File: src/verilog/grouped_irq_pkg.sv
package grouped_irq_pkg;

  // register byte offsets
  localparam logic [7:0] OFS_SUPPLY = 8'h00;
  localparam logic [7:0] OFS_ENABLE = 8'h04;
  localparam logic [7:0] OFS_FLAGS  = 8'h08;
  localparam logic [7:0] OFS_STATUS = 8'h0C;

  // low_voltage_detect_control fields
  localparam int SUP_SEL_LSB = 0;
  localparam int SUP_ON_BIT  = 4;
  localparam int SUP_DET_BIT = 5;
  localparam logic [2:0] SUP_SEL_RST = 3'h0;
  localparam logic       SUP_ON_RST  = 1'b0;

  // source numbering inside the flag and enable words
  localparam int NSRC      = 7;
  localparam int NGRP      = 4;
  localparam int SRC_SPB   = 0;
  localparam int SRC_LV    = 1;
  localparam int SRC_NVM   = 2;
  localparam int SRC_TM0A  = 3;
  localparam int SRC_TM0P  = 4;
  localparam int SRC_TM1A  = 5;
  localparam int SRC_TM1P  = 6;
  localparam int EN_GIE_BIT = 0;
  localparam int EN_SRC_LSB = 1;
  localparam int EN_GRP_LSB = 8;
  localparam int FL_GRP_LSB = 8;
  localparam logic [NSRC-1:0] SRC_EN_RST  = 7'h00;
  localparam logic [NGRP-1:0] GRP_EN_RST  = 4'h0;
  localparam logic [NSRC-1:0] SRC_FL_RST  = 7'h00;
  localparam logic [NGRP-1:0] GRP_FL_RST  = 4'h0;
  localparam logic            GIE_RST     = 1'b0;

  // which sources feed which group
  localparam logic [NSRC-1:0] GRP_MEMBERS [NGRP] = '{7'h18, 7'h60, 7'h06, 7'h01};

  // detection voltages in millivolts, per threshold code
  localparam logic [12:0] THRESH_MV [8] = '{13'd2000, 13'd2200, 13'd2400, 13'd2700,
                                            13'd3000, 13'd3300, 13'd3600, 13'd4000};

  // timing
  localparam int CLK_PERIOD_NS  = 25;
  localparam int SETTLE_DELAY_NS  = 15000;
  localparam int SETTLE_DELAY_CYC = (SETTLE_DELAY_NS + CLK_PERIOD_NS - 1) / CLK_PERIOD_NS;
  localparam int SETTLE_CNT_W     = 10;

  typedef struct packed {
    logic [2:0]           sel;
    logic                 mon_on;
    logic                 cmp_s1;
    logic                 cmp_s2;
    logic [SETTLE_CNT_W-1:0] cnt;
    logic                 gie;
    logic [NSRC-1:0]      src_en;
    logic [NGRP-1:0]      grp_en;
    logic [NSRC-1:0]      src_fl;
    logic [NGRP-1:0]      grp_fl;
    logic [NSRC-1:0]      armed_prev;
    logic [NSRC+NGRP-1:0] fl_prev;
    logic                 wake;
    logic [31:0]          rdata;
    logic                 err;
  } irq_state_s;

  typedef struct packed {
    logic       spb_byte_done;
    logic       nvm_write_end;
    logic [1:0] tm_match_a;
    logic [1:0] tm_match_p;
  } src_events_s;

endpackage

File: src/verilog/grouped_irq_and_supply_monitor.sv
// Design decisions made here: the APB slave port and the register addresses.
`timescale 1ns/1ps

// Operation
// - serial port b byte done sets flag
// - vector needs all enables and stack room
// - service clears global enable, group flag
// - supply below threshold sets supply flag
// - nvm write end sets flag, own enable
// - timer A and P: own flags, enables
// - timer match flags raise request via group
// - low-power wake on any flag rising
// - enables gate service and group flag setting, source flags persist
// - entry pushes only program counter
// - return with reenable sets global enable
// - plain return leaves global enable unchanged
// - three-bit threshold select, bits 2:0
// - detect output bit 5, read-only
// - bit 4 switches monitor on
// - bits 7:6 and 3 read zero
// - codes map 2.0 to 4.0 volts
// - supply flag only after settling delay
// - group flag set when member flag sets while its source enable is set
module grouped_irq_and_supply_monitor
  import grouped_irq_pkg::*;
(
  // clock, reset, enable
  input  wire logic        pclk,
  input  wire logic        presetn,
  input  wire logic        ce,
  // apb slave
  input  wire logic        psel,
  input  wire logic        penable,
  input  wire logic        pwrite,
  input  wire logic [7:0]  paddr,
  input  wire logic [31:0] pwdata,
  output logic             pready,
  output logic [31:0]      prdata,
  output logic             pslverr,
  // peripheral sources
  input  wire src_events_s src_ev,
  input  wire logic        supply_cmp_low,
  output logic [2:0]       supply_threshold_select,
  output logic [12:0]      supply_threshold_mv,
  output logic             supply_monitor_on,
  // cpu core
  input  wire logic        stack_full,
  input  wire logic        irq_taken,
  input  wire logic        interrupt_exit_with_reenable,
  input  wire logic        subroutine_exit,
  input  wire logic        low_power_mode,
  output logic             irq_req,
  output logic [1:0]       irq_vector,
  output logic             pc_push,
  output logic             wake_up
);

  irq_state_s r_r;
  irq_state_s r_nxt;

  logic                 setup_phase;
  logic                 acc_phase;
  logic                 wr_supply;
  logic                 wr_en;
  logic                 wr_fl;
  logic                 detect;
  logic                 settled;
  logic [NSRC-1:0]      hw_set;
  logic [NSRC-1:0]      armed;
  logic [NSRC-1:0]      armed_rise;
  logic [NGRP-1:0]      grp_set;
  logic [NGRP-1:0]      grp_ready;
  logic                 take;
  logic [NSRC+NGRP-1:0] all_fl;
  logic [NSRC+NGRP-1:0] fl_rise;
  logic [31:0]          rd_word;
  logic                 rd_miss;

  function automatic logic addr_hit(input logic [7:0] a, input logic [7:0] ofs);
    addr_hit = (a == ofs);
  endfunction

  function automatic logic mapped(input logic [7:0] a);
    mapped = addr_hit(a, OFS_SUPPLY) | addr_hit(a, OFS_ENABLE) |
             addr_hit(a, OFS_FLAGS) | addr_hit(a, OFS_STATUS);
  endfunction

  // one bit per source, in the order of the flag word
  function automatic logic [NSRC-1:0] event_bits(input src_events_s ev, input logic lv_hit);
    event_bits           = '0;
    event_bits[SRC_SPB]  = ev.spb_byte_done;
    event_bits[SRC_LV]   = lv_hit;
    event_bits[SRC_NVM]  = ev.nvm_write_end;
    event_bits[SRC_TM0A] = ev.tm_match_a[0];
    event_bits[SRC_TM0P] = ev.tm_match_p[0];
    event_bits[SRC_TM1A] = ev.tm_match_a[1];
    event_bits[SRC_TM1P] = ev.tm_match_p[1];
  endfunction

  function automatic logic [1:0] first_set(input logic [NGRP-1:0] v);
    first_set = 2'h0;
    for (int i = NGRP - 1; i >= 0; i--) begin
      if (v[i]) begin
        first_set = 2'(i);
      end
    end
  endfunction

  // zero wait states: every access phase completes at once
  assign pready      = 1'b1;
  assign prdata      = r_r.rdata;
  assign setup_phase = psel & ~penable;
  assign acc_phase   = psel & penable;
  assign pslverr     = r_r.err & acc_phase;

  // writes land only while the clock enable runs
  assign wr_supply = ce & acc_phase & pwrite & addr_hit(paddr, OFS_SUPPLY);
  assign wr_en     = ce & acc_phase & pwrite & addr_hit(paddr, OFS_ENABLE);
  assign wr_fl     = ce & acc_phase & pwrite & addr_hit(paddr, OFS_FLAGS);

  // read mux; reserved bits and unmapped words read zero
  always_comb begin
    rd_word = '0;
    if (addr_hit(paddr, OFS_SUPPLY)) begin
      rd_word[SUP_SEL_LSB +: 3] = r_r.sel;
      rd_word[SUP_ON_BIT]       = r_r.mon_on;
      rd_word[SUP_DET_BIT]      = detect;
    end
    if (addr_hit(paddr, OFS_ENABLE)) begin
      rd_word[EN_GIE_BIT]         = r_r.gie;
      rd_word[EN_SRC_LSB +: NSRC] = r_r.src_en;
      rd_word[EN_GRP_LSB +: NGRP] = r_r.grp_en;
    end
    if (addr_hit(paddr, OFS_FLAGS)) begin
      rd_word[NSRC-1:0]           = r_r.src_fl;
      rd_word[FL_GRP_LSB +: NGRP] = r_r.grp_fl;
    end
    if (addr_hit(paddr, OFS_STATUS)) begin
      rd_word[0]   = irq_req;
      rd_word[2:1] = irq_vector;
      rd_word[3]   = r_r.cmp_s2;
    end
  end

  assign rd_miss = ~mapped(paddr);

  // comparator output only trusted while monitor is on
  assign detect  = r_r.mon_on & r_r.cmp_s2;
  // one set per episode: the counter parks one past the delay
  assign settled = detect & (r_r.cnt == SETTLE_CNT_W'(SETTLE_DELAY_CYC));

  assign supply_threshold_select = r_r.sel;
  assign supply_threshold_mv     = THRESH_MV[r_r.sel];
  assign supply_monitor_on       = r_r.mon_on;

  // hardware set events per source
  assign hw_set = event_bits(src_ev, settled);

  // a source counts toward its group only while its own enable is set
  assign armed      = r_r.src_fl & r_r.src_en;
  assign armed_rise = armed & ~r_r.armed_prev;

  genvar g;
  generate
    for (g = 0; g < NGRP; g++) begin : grp_gen
      assign grp_set[g]   = |(armed_rise & GRP_MEMBERS[g]);
      assign grp_ready[g] = r_r.grp_fl[g] & r_r.grp_en[g];
    end
  endgenerate

  assign irq_req    = r_r.gie & ~stack_full & (|grp_ready);
  assign irq_vector = first_set(grp_ready);
  assign take       = irq_req & irq_taken;
  // only the program counter is saved, never working registers
  assign pc_push    = take;
  assign wake_up    = r_r.wake;

  assign all_fl = {r_r.grp_fl, r_r.src_fl};

  // per-flag rise detect; enables play no part in wake
  genvar f;
  generate
    for (f = 0; f < NSRC + NGRP; f++) begin : rise_gen
      assign fl_rise[f] = all_fl[f] & ~r_r.fl_prev[f];
    end
  endgenerate

  always_comb begin
    r_nxt = r_r;

    // two-stage synchroniser for the analog comparator
    r_nxt.cmp_s1 = supply_cmp_low;
    r_nxt.cmp_s2 = r_r.cmp_s1;

    // settling counter restarts whenever detection drops
    if (!detect) begin
      r_nxt.cnt = '0;
    end else if (r_r.cnt != SETTLE_CNT_W'(SETTLE_DELAY_CYC + 1)) begin
      r_nxt.cnt = r_r.cnt + SETTLE_CNT_W'(1);
    end

    // register writes
    if (wr_supply) begin
      r_nxt.sel    = pwdata[SUP_SEL_LSB +: 3];
      r_nxt.mon_on = pwdata[SUP_ON_BIT];
    end
    if (wr_en) begin
      r_nxt.gie    = pwdata[EN_GIE_BIT];
      r_nxt.src_en = pwdata[EN_SRC_LSB +: NSRC];
      r_nxt.grp_en = pwdata[EN_GRP_LSB +: NGRP];
    end

    // software may write flags either way; it may pre-set one to mute wake
    if (wr_fl) begin
      r_nxt.src_fl = pwdata[NSRC-1:0];
      r_nxt.grp_fl = pwdata[FL_GRP_LSB +: NGRP];
    end

    // service clears gie and the group flag, source flags stay set
    if (take) begin
      r_nxt.gie                = 1'b0;
      r_nxt.grp_fl[irq_vector] = 1'b0;
    end

    if (interrupt_exit_with_reenable) begin
      r_nxt.gie = 1'b1;
    end
    // subroutine_exit deliberately leaves gie untouched

    // hardware sets win over any same-cycle clear
    r_nxt.src_fl     = r_nxt.src_fl | hw_set;
    r_nxt.grp_fl     = r_nxt.grp_fl | grp_set;
    r_nxt.armed_prev = armed;

    // rising edge of any flag, enables ignored
    r_nxt.fl_prev = all_fl;
    r_nxt.wake    = low_power_mode & (|fl_rise);

    // read data captured in the setup phase
    r_nxt.err = 1'b0;
    if (setup_phase) begin
      r_nxt.rdata = rd_word;
      // unmapped word: slave error, write ignored
      r_nxt.err   = rd_miss;
    end
  end

  always_ff @(posedge pclk or negedge presetn) begin
    if (!presetn) begin
      r_r.sel        <= SUP_SEL_RST;
      r_r.mon_on     <= SUP_ON_RST;
      r_r.cmp_s1     <= 1'b0;
      r_r.cmp_s2     <= 1'b0;
      r_r.cnt        <= '0;
      r_r.gie        <= GIE_RST;
      r_r.src_en     <= SRC_EN_RST;
      r_r.grp_en     <= GRP_EN_RST;
      r_r.src_fl     <= SRC_FL_RST;
      r_r.grp_fl     <= GRP_FL_RST;
      r_r.armed_prev <= '0;
      r_r.fl_prev    <= '0;
      r_r.wake       <= 1'b0;
      r_r.rdata      <= '0;
      r_r.err        <= 1'b0;
    end else if (ce) begin
      r_r <= r_nxt;
    end
  end

endmodule

File: config.mk
export PLATFORM = sky130hd
export DESIGN_NAME = grouped_irq_and_supply_monitor
export DESIGN_NICKNAME = d
export VERILOG_FILES = /design/src/verilog/grouped_irq_pkg.sv /design/src/verilog/grouped_irq_and_supply_monitor.sv
export SDC_FILE = /design/constraint.sdc
export NUM_CORES = 1
export LEC_CHECK = 0
export BUFFER_PORTS_ARGS = -buffer_cell sky130_fd_sc_hd__buf_2
export CAP_MARGIN = 20
export CORE_MARGIN = 2
export CORE_UTILIZATION = 56
export DETAILED_ROUTE_END_ITERATION = 10
export PLACE_DENSITY = 0.94
export SLEW_MARGIN = 10
export SYNTH_ARGS = -nofsm -noshare
export SYNTH_HDL_FRONTEND = slang
export SYNTH_SLANG_ARGS = --single-unit
File: constraint.sdc
create_clock -name pclk -period 2.4 [get_ports pclk]
set_input_delay 0.12 -clock pclk [delete_from_list [all_inputs] [get_ports pclk]]
set_output_delay 0.12 -clock pclk [all_outputs]
set_load 0.02 [all_outputs]
# Word-level counts from Yosys, hierarchy flattened
# Memories as Yosys holds them, arrays and structs flattened.
# Cells that the tools add are included.
word_totals:
  regBits: 71
  romBits: 104
  inputBits: 58
  mem_count: 1
op_classes:
  add_sub_neg: 1
  n_lt_le_gt_ge: 3
  eq_ne: 6
  mux: 22
  n_bitwise: 54
  n_reduce_logical: 13
mem_list:
  columns: ["memory", "depth", "width", "read_ports", "rd_ports_with_merged_regs", "wr", "line_no", "rtl"]
  rows:
  - ["(no name shown)", 8, 13, 1, 0, 0, "grouped_irq_and_supply_monitor.sv:153", "assign supply_threshold_mv = THRESH_MV[r_r.sel];"]
ops:
  columns: ["operator", "n"]
  rows:
  - ["1-bit AND", 29]
  - ["13-bit 2-to-1 mux", 2]
  - ["12-bit 2-to-1 mux", 2]
  - ["10-bit 2-to-1 mux", 2]
  - ["8-bit by 4-bit equality test with 1-bit output, second input constant", 2]
  - ["7-bit AND", 2]
  - ["1-bit inverter", 14]
  - ["4-bit 2-to-1 mux", 3]
  - ["11-bit 2-to-1 mux", 1]
  - ["11-bit OR reduction", 1]
  - ["10-bit by 1-bit adder with 10-bit output, second input constant", 1]
  - ["10-bit equality test, second input constant", 1]
  - ["2-bit 2-to-1 mux", 5]
  - ["10-bit != test, second input constant", 1]
  - ["2-bit AND reduction", 5]
  - ["8-bit by 3-bit equality test with 1-bit output, second input constant", 1]
  - ["8-bit logical NOT", 1]
  - ["7-bit 2-to-1 mux", 1]
  - ["7-bit inverter", 1]
  - ["7-bit bitwise OR", 1]
  - ["2-bit OR reduction", 3]
  - ["4-bit AND", 1]
  - ["4-bit greater-or-equal comparator, second input constant", 1]
  - ["1-bit 2-to-1 mux", 4]
  - ["12 further kinds", 14]

# Logic depth before layout (Yosys ltp)
depth:
  ltp_word: 13
  depth_mapped: 7
  ltp_nobuf: 5

# Worst setup path before layout
# OpenSTA, ideal clock, no wires.
synth_path:
  kind: "register -> register"
  startpoint: "register r_r, in the netlist all_fl[10]"
  endpoint: "register r_r, in the netlist prdata[0]"
  setup_time_ps: 103
  arrival_time_ps: 1636
  path_slack_ps: 661
  stages_incl_launch_ff: 5
  path_buffers: 0
  path_cell_list: "dfrtp_1 > a22oi_1 > a211oi_1 > nor2_1 > o41ai_2"
synth_via:
  elab_chain_cells: 4
synth_lines:
  columns: ["item", "line_no", "rtl"]
  rows:
  - ["start, declared", "grouped_irq_and_supply_monitor.sv:58", "irq_state_s r_r;"]
  - ["start signal, assigned", "grouped_irq_and_supply_monitor.sv:266", "r_r <= r_nxt;"]
  - ["1-bit AND", "grouped_irq_and_supply_monitor.sv:167", "assign grp_ready[g] = r_r.grp_fl[g] & r_r.grp_en[g];"]
  - ["4-bit OR reduction", "grouped_irq_and_supply_monitor.sv:171", "assign irq_req = r_r.gie & ~stack_full & (|grp_ready);"]
  - ["1-bit AND", "grouped_irq_and_supply_monitor.sv:171", null]
  - ["named net irq_req", "grouped_irq_and_supply_monitor.sv:52", "output logic irq_req,"]
  - ["4-bit 2-to-1 mux", "grouped_irq_and_supply_monitor.sv:138", "if (addr_hit(paddr, OFS_STATUS)) begin"]
# The timed path passes the listed nets, and every way through them passes these cells.
# A chain may end at the register's enable or synchronous reset.

# Worst setup path in the final report
layout_path:
  startpoint: "register r_r, in the netlist all_fl[10]"
  endpoint: "output port irq_req"
layout_via:
  elab_chain_cells: 3
layout_lines:
  columns: ["item", "line_no"]
  rows:
  - ["1-bit AND", "grouped_irq_and_supply_monitor.sv:167"]
  - ["4-bit OR reduction", "grouped_irq_and_supply_monitor.sv:171"]
  - ["1-bit AND", "grouped_irq_and_supply_monitor.sv:171"]
  - ["end, declared", "grouped_irq_and_supply_monitor.sv:52"]
# Every way passes these cells.

==> impl_metrics.yaml <==
floorplanning:
  core_sq_um: 6794
  die-area_sq_um: 7727
  initial_core_util_pct: 58.03
  fp.dieW_um: 87.91
  die_h_um: 87.91
  ios: 114
  row_count: 30
timing:
  skew_ps: 13.80
  min_period_ps: 1825
  holdWs_ps: 23.72
  tns_ps: 0
  slew_viol_final: 0
  period_share_pct: 76.03
  clock.fmax_mhz: 548.0
  relSlewSlack_pct: 40.19
  worst_pin_slew_ps: 897.1
  rsz0062_at_grt: "false"
  setup_viol: 0
  finalHoldViolCount: 0
worst_setup_path:
  crit_fanout: 7
  required_ps: 2280
  worst_setup_path_end_kind: "output port"
  critPathKind: "reg -> out"
  cp-start-kind: "flip-flop"
  worst_ep_arrival_time_ps: 1700
clocking:
  clockBufferDepth: 2
  clk-insertion-delay-late_ps: 360
  htree_levels: 3
  clkTransAtPathRegs_ps: 80
  postCtsSetupRepairBufs: 0
  root_buffer: "clkbuf_8"
  cts.sinks: 71
  cts_tree: "done"
  numCtsBuffers: 9
run_status:
  status: "complete, no violations"
detailed_routing:
  via_per_inst: 5.614
  post-route-drc-count: 0
  ant_nets: 0
  drt_iter0_drc: 213
  vias: 3116
  drt_pass1_iterations: 4
  routedWlPerCell_um: 16.67
  routed_wl_mm: 9.253
synth:
  synth_edf_count: 0
  synthFlopType: "dfrtp_1"
  syn_inst: 397
  async_flop_share_pct: 100.0
  yosysUniqueCellTypes: 58
  synth_area_per_cell_sq_um: 9.931
  synth_area_sq_um: 3943
  ys.warnings.count: 0
  yosys_register_bits: 71
  yosysSeqAreaShare_pct: 45.07
pwr:
  power_frac_comb_pct: 9.4
  vdd_drop_max_mv: 0.3302
  leakagePower_nw: 2.128
  p_sw_share_pct: 24.86
  p_switching_w: 0.0006437
  p_seq_share_pct: 48.2
  power.internal_w: 0.001945
  p_clk_share_pct: 42.5
  power_density_nw_per_um2: 584.0
layout:
  final_cell_area_sq_um: 4433
  fillCellCount: 519
  drive_gt1_share_pct: 28.10
  multi_input_area_sq_um: 1797
  regArea_sq_um: 1777
  fin_nets: 521
  stdcell_count: 555
  n_antenna_cell: 0
  area_delta_synth_final_pct: 12.44
placement:
  dpl.hpwl_mm: 6.759
  routabilityCongestion: 0.8754
  placed_area_sq_um: 4161
  port_buffers: 68
  dp.cells: 535
grt:
  grt_start_max_net_pins: 41
  grt_pass1_wl_mm: 14.61
  first_global_vias: 3025
  grt_overflow_total: 0
  antenna_found_initial: 0
  grt_use_total_pct: 24.99
hold_path:
  hp-class: "in -> reg"
job:
  drv_cap: 0
[metrics by stage]
step	total power (W)	util [%]	worst slack (ps)
finish	0.002589	65.25	575.2
global route	0.002670	65.25	525.4
CTS	0.002587	65.25	611.9
detailed placement	0.001505	61.25	603.5
global placement	0.001495	61.25	642.8
floorplan	0.001431	-	660.7
[placed cells by master, fill, tap and decap left out, types with 3 or more instances in the layout]
cell,count
dfrtp_1,71
buf_2,68
nand2_1,50
o21ai_0,30
mux2_2,27
conb_1,24
inv_1,18
nor2_1,17
a21oi_1,14
clkbuf_8,11
mux2i_1,9
nand2b_1,9
ha_1,9
buf_4,8
xor2_1,7
o22ai_1,6
nand3_1,5
nand4_1,5
a32oi_1,5
dlygate4sd3_1,4
and2_1,3
a22oi_1,3
a211oi_1,3
and3_1,3
and4_1,3
or3_1,3
a31oi_1,3
o221ai_1,3
[cell families after synthesis]
| kind of cell | after synthesis | share of synthesized area, % |
|---|---|---|
| simple gates | 114 | 15.01 |
| xor+xnor | 7 | 1.555 |
| flops | 71 | 45.06 |
| fa+ha+maj | 9 | 2.856 |
| other cells | 2 | 0.1905 |
| buf+inv | 74 | 11.46 |
| compound gates | 84 | 13.87 |
| mux | 36 | 9.997 |
[synth_stat cells (6+ instances only)]
master	instances	area share (%)
a21oi_1	14	1.8
buf_4	41	7.8
clkbuf_1	10	0.95
dfrtp_1	71	45
ha_1	9	2.9
inv_1	18	1.7
mux2_2	27	7.7
mux2i_1	9	2.3
nand2_1	50	4.8
nand2b_1	9	1.4
nor2_1	17	1.6
o21ai_0	30	3.8
o22ai_1	6	0.95
xor2_1	7	1.6
[critical path, cell delays in order (launching register included)]
cell	delay (ps)
dfrtp_1	490
a22oi_1	180
a211oi_1	430
buf_2	250
[sequential cells by signal, indices dropped and copies added, names as in the netlist]
| signal | flops |
|---|---|
| r_r | 42 |
| prdata | 12 |
| all_fl | 11 |
| supply_threshold_select | 3 |
| r_nxt | 1 |
| supply_monitor_on | 1 |
| wake_up | 1 |
[worst paths after layout]
path / from / end / slack [ps] / depth (start not counted)
max: all_fl[10] / irq_req / 580 / 3
min: pwdata[6] / r_r[72] / 20 / 2
max reg2reg: all_fl[10] / prdata[0] / 730 / 4
min reg2reg: prdata[9] / prdata[9] / 480 / 2
max in group asynchronous: presetn / r_r[46] / 1230 / 3
min in group asynchronous: presetn / r_r[51] / 420 / 2
[repair_timing]
item / 4_1_cts / 5_1_grt
hold buffers: 4 / 0
resized for setup: 0 / 0
hold endpoints to repair: 40 / 0
[power by group through the flow]
stage / registers [W] / clock network (W) / logic, W
final: 0.00125 / 0.00110 / 0.000243
after CTS: 0.00125 / 0.00110 / 0.000242
after floorplan: 0.00126 / 0 / 0.000167
after global placement: 0.00127 / 0 / 0.000229
after global routing: 0.00125 / 0.00115 / 0.000266
after detailed placement: 0.00127 / 0 / 0.000236
[metal layers]
metal  track usage [%]  vias to the layer above  wire length [um]
li1                  -                     1447                 -
met1             31.17                     1526              3721
met2             41.39                      121              4606
met3             5.278                       22               665
met4             12.17                        0               260
met5                 0                        -                 0
[layout make-up]
class | instances | share of cell area, %
multi-input combinational | 274 | 40.53
sequential | 71 | 40.08
timing repair buffer | 80 | 9.935
clock buffer | 11 | 3.415
tap | 96 | 2.710
clock inverter | 5 | 1.806
inverter | 18 | 1.524
Power figures use the tool's default switching activity.
